## src/dac_ctrl_map.svh

```systemverilog
// constants for the wiper latch and output shutdown control block
// assumes a single 125 MHz core clock; included by bare name
`ifndef DAC_CTRL_MAP_SVH
`define DAC_CTRL_MAP_SVH
`define CLK_PERIOD_NS 8
// shutdown entry and exit delays in ns, as timing constants
`define SHUTDOWN_ENTRY_DELAY_NS 10000
`define SHUTDOWN_EXIT_DELAY_NS 10000
// least times round up to whole cycles
`define SHUTDOWN_ENTRY_CYCLES \
  ((`SHUTDOWN_ENTRY_DELAY_NS + `CLK_PERIOD_NS - 1) / `CLK_PERIOD_NS)
`define SHUTDOWN_EXIT_CYCLES \
  ((`SHUTDOWN_EXIT_DELAY_NS + `CLK_PERIOD_NS - 1) / `CLK_PERIOD_NS)
// power-down selector codes
`define SHUTDOWN_SEL_NORMAL 2'h0
`define SHUTDOWN_SEL_PD_1K 2'h1
`define SHUTDOWN_SEL_PD_100K 2'h2
`define SHUTDOWN_SEL_OPEN 2'h3
// reference selector codes
`define REF_SEL_SUPPLY 2'h0
`define REF_SEL_BANDGAP 2'h1
`define REF_SEL_PIN_UNBUF 2'h2
`define REF_SEL_PIN_BUF 2'h3
`define DELAY_CNT_W 16
`endif

```

## src/dac_ctrl_pkg.sv

```systemverilog
// types shared by the wiper latch and output shutdown control block
package dac_ctrl_pkg;
  typedef enum {st_normal, st_entering, st_down, st_exiting} shutdown_state_t;
  // analog controls for one channel
  typedef struct packed {
    logic amp_enable;
    logic ladder_connect;
    logic pulldown_1k;
    logic pulldown_100k;
    logic gain_two;
  } analog_ctrl_t;
endpackage

```

## src/dac_latch_and_powerdown_ctrl.sv

```systemverilog
// wiper transfer hold, power-down sequencing and gain qualification
// for a multi-channel voltage DAC.
// assumes the serial front end writes code, selector and config inputs
// on clk, and that the hold pins are asynchronous.
`timescale 1ns/10ps
`include "dac_ctrl_map.svh"
module dac_latch_and_powerdown_ctrl
  import dac_ctrl_pkg::*;
#(
  parameter int CHANNELS = 2,
  parameter int HOLDS = 1,
  parameter int CODE_W = 12,
  parameter int ENTRY_CYCLES = `SHUTDOWN_ENTRY_CYCLES,
  parameter int EXIT_CYCLES = `SHUTDOWN_EXIT_CYCLES,
  parameter logic [CHANNELS-1:0] HOLD_MAP = '0
)
(
  input wire logic clk,
  input wire logic arst_n,
  // asynchronous hold pins
  input wire logic [HOLDS-1:0] wiper_transfer_hold,
  // power-on load of nonvolatile settings, one cycle pulse
  input wire logic nv_load,
  input wire logic [CHANNELS-1:0][CODE_W-1:0] nv_code,
  input wire logic [CHANNELS-1:0][1:0] nv_shutdown_sel,
  input wire logic [CHANNELS-1:0][1:0] nv_ref_sel,
  input wire logic [CHANNELS-1:0] nv_gain_sel,
  // serial writes into volatile registers, one cycle strobes
  input wire logic [CHANNELS-1:0] code_wr,
  input wire logic [CODE_W-1:0] code_wdata,
  input wire logic [CHANNELS-1:0] shutdown_wr,
  input wire logic [1:0] shutdown_wdata,
  input wire logic [CHANNELS-1:0] config_wr,
  input wire logic [1:0] ref_wdata,
  input wire logic gain_wdata,
  // volatile register readback
  output logic [CHANNELS-1:0][CODE_W-1:0] code_reg,
  output logic [CHANNELS-1:0][1:0] output_shutdown_sel,
  output logic [CHANNELS-1:0][1:0] reference_source_sel,
  output logic [CHANNELS-1:0] output_gain_sel,
  // analog side
  output logic [CHANNELS-1:0][CODE_W-1:0] wiper,
  output analog_ctrl_t [CHANNELS-1:0] analog_ctrl,
  output logic [CHANNELS-1:0] gain_request_illegal
);
  typedef struct packed {
    logic [CHANNELS-1:0][CODE_W-1:0] code;
    logic [CHANNELS-1:0][CODE_W-1:0] wiper;
    logic [CHANNELS-1:0][1:0] sd_sel;
    logic [CHANNELS-1:0][1:0] ref_sel;
    logic [CHANNELS-1:0] gain;
  } ctrl_state_t;
  ctrl_state_t c_r;
  ctrl_state_t c_nxt;
  logic [HOLDS-1:0] hold_s;
  logic [CHANNELS-1:0] amp_on;
  logic [CHANNELS-1:0] ladder_on;
  logic [CHANNELS-1:0] pd_1k;
  logic [CHANNELS-1:0] pd_100k;

  // one synchroniser per hold pin
  genvar h;
  generate
    for (h = 0; h < HOLDS; h++)
    begin : g_hold
      hold_sync u_sync (
        .clk(clk),
        .arst_n(arst_n),
        .async_in(wiper_transfer_hold[h]),
        .sync_out(hold_s[h])
      );
    end
  endgenerate

  // register writes and wiper transfer; channels on the same hold share
  // one synchronised level, so they all release on the same edge
  always_comb
  begin
    c_nxt = c_r;
    for (int i = 0; i < CHANNELS; i++)
    begin
      if (nv_load)
      begin
        c_nxt.code[i] = nv_code[i];
        c_nxt.sd_sel[i] = nv_shutdown_sel[i];
        c_nxt.ref_sel[i] = nv_ref_sel[i];
        c_nxt.gain[i] = nv_gain_sel[i];
      end
      else
      begin
        // writes accepted in every power-down mode and under hold
        if (code_wr[i])
          c_nxt.code[i] = code_wdata;
        if (shutdown_wr[i])
          c_nxt.sd_sel[i] = shutdown_wdata;
        if (config_wr[i])
        begin
          c_nxt.ref_sel[i] = ref_wdata;
          c_nxt.gain[i] = gain_wdata;
        end
      end
      // power-down touches none of these registers
      if (!hold_s[HOLD_MAP[i] ? 1 : 0])
        c_nxt.wiper[i] = c_r.code[i];
      // held: wiper keeps its value
    end
  end

  always_ff @(posedge clk or negedge arst_n)
  begin
    if (!arst_n)
      c_r <= '0;
    else
      c_r <= c_nxt;
  end

  // independent sequencer per channel
  genvar ch;
  generate
    for (ch = 0; ch < CHANNELS; ch++)
    begin : g_chan
      shutdown_seq #(
        .ENTRY_CYCLES(ENTRY_CYCLES),
        .EXIT_CYCLES(EXIT_CYCLES)
      ) u_seq (
        .clk(clk),
        .arst_n(arst_n),
        .output_shutdown_sel(c_r.sd_sel[ch]),
        .amp_on(amp_on[ch]),
        .ladder_on(ladder_on[ch]),
        .pd_1k(pd_1k[ch]),
        .pd_100k(pd_100k[ch])
      );

      // analog controls; gain forced to unity on supply reference
      always_comb
      begin
        analog_ctrl[ch].amp_enable = amp_on[ch];
        analog_ctrl[ch].ladder_connect = ladder_on[ch];
        analog_ctrl[ch].pulldown_1k = pd_1k[ch];
        analog_ctrl[ch].pulldown_100k = pd_100k[ch];
        analog_ctrl[ch].gain_two = c_r.gain[ch] &&
          (c_r.ref_sel[ch] != `REF_SEL_SUPPLY);
      end

      // flags a host that asked for gain two on the supply reference
      assign gain_request_illegal[ch] = c_r.gain[ch] &&
        (c_r.ref_sel[ch] == `REF_SEL_SUPPLY);
    end
  endgenerate

  assign code_reg = c_r.code;
  assign wiper = c_r.wiper;
  assign output_shutdown_sel = c_r.sd_sel;
  assign reference_source_sel = c_r.ref_sel;
  assign output_gain_sel = c_r.gain;
endmodule // dac_latch_and_powerdown_ctrl

```

## src/hold_sync.sv

```systemverilog
// two-flop synchroniser for the asynchronous wiper transfer hold level
// assumes input arrives from a pin with no relation to clk
`timescale 1ns/10ps
module hold_sync
(
  input wire logic clk,
  input wire logic arst_n,
  input wire logic async_in,
  output logic sync_out
);
  typedef struct packed {
    logic meta;
    logic stable;
  } sync_state_t;
  sync_state_t st_r;
  sync_state_t st_nxt;

  // first stage read only by the second; reset high keeps wipers frozen
  always_comb
  begin
    st_nxt.meta = async_in;
    st_nxt.stable = st_r.meta;
  end

  always_ff @(posedge clk or negedge arst_n)
  begin
    if (!arst_n)
      st_r <= 2'h3;
    else
      st_r <= st_nxt;
  end

  assign sync_out = st_r.stable;
endmodule // hold_sync

```

## src/shutdown_seq.sv

```systemverilog
// per-channel power-down sequencer with entry and exit delays
// assumes selector changes only on serial writes or at reset load
`timescale 1ns/10ps
`include "dac_ctrl_map.svh"
module shutdown_seq
  import dac_ctrl_pkg::*;
#(
  parameter int ENTRY_CYCLES = `SHUTDOWN_ENTRY_CYCLES,
  parameter int EXIT_CYCLES = `SHUTDOWN_EXIT_CYCLES
)
(
  input wire logic clk,
  input wire logic arst_n,
  input wire logic [1:0] output_shutdown_sel,
  output logic amp_on,
  output logic ladder_on,
  output logic pd_1k,
  output logic pd_100k
);
  typedef struct packed {
    shutdown_state_t state;
    logic [`DELAY_CNT_W-1:0] cnt;
    logic amp;
    logic ladder;
    logic [1:0] pd_code;
  } seq_state_t;
  seq_state_t s_r;
  seq_state_t s_nxt;
  logic want_down;

  assign want_down = (output_shutdown_sel != `SHUTDOWN_SEL_NORMAL);

  // entry: amp keeps driving for the entry delay, then amp and ladder go off and the 1k or 100k pulldown engages as selected
  // exit: ladder and circuits re-enable at once, amp drives after exit delay
  always_comb
  begin
    s_nxt = s_r;
    unique case (s_r.state)
      st_normal:
      begin
        if (want_down)
        begin
          s_nxt.state = st_entering;
          s_nxt.cnt = `DELAY_CNT_W'(ENTRY_CYCLES - 1);
        end
      end
      st_entering:
      begin
        if (!want_down)
          s_nxt.state = st_normal; // aborted before taking effect
        else if (s_r.cnt == '0)
        begin
          s_nxt.state = st_down;
          s_nxt.amp = 1'b0;
          s_nxt.ladder = 1'b0;
          s_nxt.pd_code = output_shutdown_sel;
        end
        else
          s_nxt.cnt = s_r.cnt - 1'b1;
      end
      st_down:
      begin
        s_nxt.pd_code = output_shutdown_sel; // mode may change while down
        if (!want_down)
        begin
          s_nxt.state = st_exiting;
          s_nxt.ladder = 1'b1;
          s_nxt.pd_code = `SHUTDOWN_SEL_NORMAL;
          s_nxt.cnt = `DELAY_CNT_W'(EXIT_CYCLES - 1);
        end
      end
      st_exiting:
      begin
        if (want_down)
        begin
          s_nxt.state = st_down;
          s_nxt.ladder = 1'b0;
          s_nxt.pd_code = output_shutdown_sel;
        end
        else if (s_r.cnt == '0)
        begin
          s_nxt.state = st_normal;
          s_nxt.amp = 1'b1;
        end
        else
          s_nxt.cnt = s_r.cnt - 1'b1;
      end
    endcase
  end

  always_ff @(posedge clk or negedge arst_n)
  begin
    if (!arst_n)
    begin
      s_r.state <= st_normal;
      s_r.cnt <= '0;
      s_r.amp <= 1'b1;
      s_r.ladder <= 1'b1;
      s_r.pd_code <= `SHUTDOWN_SEL_NORMAL;
    end
    else
      s_r <= s_nxt;
  end

  assign amp_on = s_r.amp;
  assign ladder_on = s_r.ladder;
  assign pd_1k = (s_r.pd_code == `SHUTDOWN_SEL_PD_1K);
  assign pd_100k = (s_r.pd_code == `SHUTDOWN_SEL_PD_100K);
endmodule // shutdown_seq
```

## config.mk

```make
export PLATFORM = sky130hd
export DESIGN_NAME = dac_latch_and_powerdown_ctrl
export DESIGN_NICKNAME = d
export VERILOG_FILES = /design/src/dac_ctrl_pkg.sv /design/src/dac_latch_and_powerdown_ctrl.sv /design/src/hold_sync.sv /design/src/shutdown_seq.sv
export VERILOG_INCLUDE_DIRS = /design/src
export SDC_FILE = /design/constraint.sdc
export NUM_CORES = 1
export LEC_CHECK = 0
export ABC_AREA = 1
export BUFFER_PORTS_ARGS = -buffer_cell sky130_fd_sc_hd__buf_2
export CORE_MARGIN = 5
export CORE_UTILIZATION = 35
export DETAILED_ROUTE_END_ITERATION = 6
export PLACE_DENSITY = 0.62
export RECOVER_POWER = 25
export SLEW_MARGIN = 25
export SYNTH_ARGS = -nofsm -noshare
export SYNTH_HDL_FRONTEND = slang
export SYNTH_HIERARCHICAL = 1
export SYNTH_SLANG_ARGS = --single-unit
export TNS_END_PERCENT = 100
```

## constraint.sdc

```tcl
create_clock -name clk -period 2.1 [get_ports clk]
set_input_delay 0.315 -clock clk [delete_from_list [all_inputs] [get_ports clk]]
set_output_delay 0.315 -clock clk [all_outputs]
set_load 0.02 [all_outputs]
```

==> results.sh <==
export IMPL_status="complete, no violations"
export IMPL_hold_path_class="input pin to flop"
export IMPL_io_pins=131
export IMPL_worstPathMaxFanout=16
export IMPL_io_buffers=130
export IMPL_r2r_end="g_chan[0].u_seq/s_r[4]"
export IMPL_hold_viol_final=0
export IMPL_synthesis_nets=766
export IMPL_grt_pass1_vias=4634
export IMPL_cts_sinks=104
export IMPL_cts_tree="done"
export IMPL_via_per_inst=4.62
export IMPL_yosys_warnings=6
export IMPL_relSlewSlack_pct=34.8
export IMPL_cp_data_arrival_time_ns=2.02
export IMPL_holdWs_ns=0.0529
export IMPL_synth_edff_count=0
export IMPL_drive_gt1_share_pct=23.9
export IMPL_synth_area_um2=5450
export IMPL_antenna_found_initial=1
export IMPL_reg2reg_slack_ns=0.32
export IMPL_drv_cap=0
export IMPL_drt_iter0_markers=276
export IMPL_cp_startpoint="g_chan[0].u_seq/s_r[4]"
export IMPL_synth_main_ff_cell="dfrtp_1"
export IMPL_final_cells=1048
export IMPL_setup_tns_ns=0
export IMPL_syn_to_final_growth_pct=20.8
export IMPL_root_buffer="clkbuf_16"
export IMPL_first_pass_iters=4
export IMPL_critPathMaxStageDelay_ns=0.40
export IMPL_period_share_pct=84.6
export IMPL_finish_utilization_pct=43.2
export IMPL_synth_area_leader_cell="dfrtp_1"
export IMPL_ys_ff_latch=104
export IMPL_die_height_um=135
export IMPL_wl_per_cell_um=13.7
export IMPL_yosysSeqAreaShare_pct=47.9
export IMPL_rsz0062_at_grt="false"
export IMPL_die_area_um2=18200
export IMPL_hold_end="g_hold[0].u_sync/st_nxt[0]"
export IMPL_min_period_ns=1.78
export IMPL_grt_pass1_wl_um=23700
export IMPL_gr_total_overflow=0
export IMPL_die_x_um=135
export IMPL_leakagePower_nw=3.44
export IMPL_end_kind="flop"
export IMPL_vias=4842
export IMPL_synth_cell_types=27
export IMPL_cp_slowest_cell="dfrtp_1"
export IMPL_coreArea_um2=15300
export IMPL_routabilityCongestion=0.855
export IMPL_slew_violations=0
export IMPL_cts_buffers_inserted=9
export IMPL_grt_max_degree=64
export IMPL_worstPathRequired_ns=2.34
export IMPL_skew_ns=0.00691
export IMPL_track_usage_pct=16.2
export IMPL_multi_input_area_um2=2370
export IMPL_whs_path_depth=1
export IMPL_syn_inst=703
export IMPL_wirelength_um=14300
export IMPL_dpl_cell_count=1031
export IMPL_layout_nets=895
export IMPL_clockBufferDepth=2
export IMPL_setup_viol=0
export IMPL_avgSynthCellArea_um2=7.75
export IMPL_seq_area_um2=2610
export IMPL_worstMarginPinSlew_ns=0.976
export IMPL_drc=0
export IMPL_synthTopCellsByCount="nand2_1 (226), nand3_1 (114), dfrtp_1 (98), inv_1 (73), nor2_1 (63)"
export IMPL_htree_levels=3
export IMPL_initial_utilization_pct=35.7
export IMPL_dpl_hpwl_um=11000
export IMPL_max_freq_mhz=563
export IMPL_worst_setup_path_start_kind="flop"
export IMPL_yosys_top_cells_area="dfrtp_1 (45%), nand2_1 (16%), nand3_1 (10%)"
export IMPL_worstSetupPathType="flop to flop"
export IMPL_largest_reg_flops=38
export IMPL_path_clk_slew_ns=0.07
export IMPL_std_cell_rows=45
export IMPL_synthArstFlopShare_pct=100
export IMPL_reg2reg_depth=9
export IMPL_peakVddDrop_v=0.000461
export IMPL_p_per_area_nw_per_um2=925
export IMPL_synthMostInstantiatedCell="nand2_1"
export IMPL_rr_startpoint="g_chan[0].u_seq/s_r[4]"
export IMPL_synth_top_cell_area_share_pct=45.0
export IMPL_antenna_left=0
export IMPL_hold_start="wiper_transfer_hold"
export IMPL_cp_cell_sequence="inv_1 > ha_1 > nand2_2 > nor2_4 > nand3_4 > nand2_8 > inv_2 > nand2_1 > o21ai_2"
export IMPL_clk_latency_ns=0.35
export IMPL_nFillCells=1567
export IMPL_diodes=0
export IMPL_post_cts_buffers=0
## routing by layer
metal | global-route usage, % | vias to the layer above | share of wire (%)
li1 | - | 2489 | -
met5 | 0 | - | 0.091
met3 | 7.23 | 17 | 9.1
met1 | 21.2 | 2199 | 44
met2 | 24.2 | 135 | 46
met4 | 4.64 | 2 | 1.3
## worst max-delay path: cells and delay by family (launching register included)
family / cells / cell delay, ns
DFF: 1 / 0.40
AOI/OAI and AO/OA: 1 / 0.05
adders and majority gates: 1 / 0.27
buffers and inverters: 2 / 0.23
and+or+nand+nor: 5 / 0.71
## worst max path at each step
stage | endpoint | slack [ns]
floorplan | g_chan[1].u_seq/s_r[17] | 0.58
CTS | g_chan[0].u_seq/s_r[4] | 0.34
global route | g_chan[0].u_seq/s_r[1] | 0.19
global placement | g_chan[1].u_seq/s_r[4] | 0.41
detailed placement | g_chan[0].u_seq/s_r[4] | 0.34
finish | g_chan[0].u_seq/s_r[4] | 0.32
## through the flow
step | total power (W) | area [um^2] | worst slack [ns]
2_1_floorplan | 0.00377 | 5450 | 0.582
3_3_place_gp | 0.00428 | 6270 | 0.411
3_5_place_dp | 0.00431 | 6270 | 0.342
4_1_cts | 0.00616 | 6600 | 0.336
5_1_grt | 0.00648 | 6590 | 0.193
6_report | 0.00609 | 6590 | 0.324
## cells in the final DEF, fill, tap and decap left out, types with 2 or more instances in the layout
cell type	count
o21ai_0	34
inv_2	4
inv_1	74
xor2_1	6
nand2_4	2
bufinv_16	2
buf_2	127
clkbuf_16	9
nor2_1	63
dfrtp_1	98
nor2_2	6
nand2_2	9
buf_4	8
nand2_1	226
o21ai_2	11
nor2_4	6
ha_1	2
clkbuf_4	2
dfstp_2	6
clkbuf_1	3
nand3_4	2
nor3_1	3
o21bai_1	2
nand3_1	114
nand4_1	10
## layout make-up
cell class                      count  share of cell area, %
Sequential cell                   104                   39.6
Multi-Input combinational cell    499                   35.9
Timing Repair Buffer              140                   11.1
Inverter                           78                   4.45
Tap cell                          211                   4.01
Clock buffer                       11                   3.69
Clock inverter                      5                   1.24
## where the power goes
part	switching [W]	total, W	internal, W
combinational	0.00112	0.00168	0.000559
clock	0.000757	0.00183	0.00108
sequential	0.000285	0.00257	0.00229
total	0.00216	0.00609	0.00392
## timing repair
action | CTS | global route
endpoints found under the hold margin | 59 | 0
hold buffers | 1 | 0
endpoints found under the setup margin | 0 | 0
gates resized for setup | 0 | 0
## kinds of logic (layout without fill, tap and decap cells)
family                   count (synthesis)  count (layout)  synth area share (%)
AND/OR/NAND/NOR                        443             443                  36.3
AO/OA/AOI/OAI                           47              47                  5.17
flip-flops                             104             104                  47.9
XOR/XNOR                                 7               7                  1.47
adder cells (fa/ha/maj)                  2               2                 0.459
buffers and inverters                  100             234                  8.70
Power figures use the tool's default switching activity.
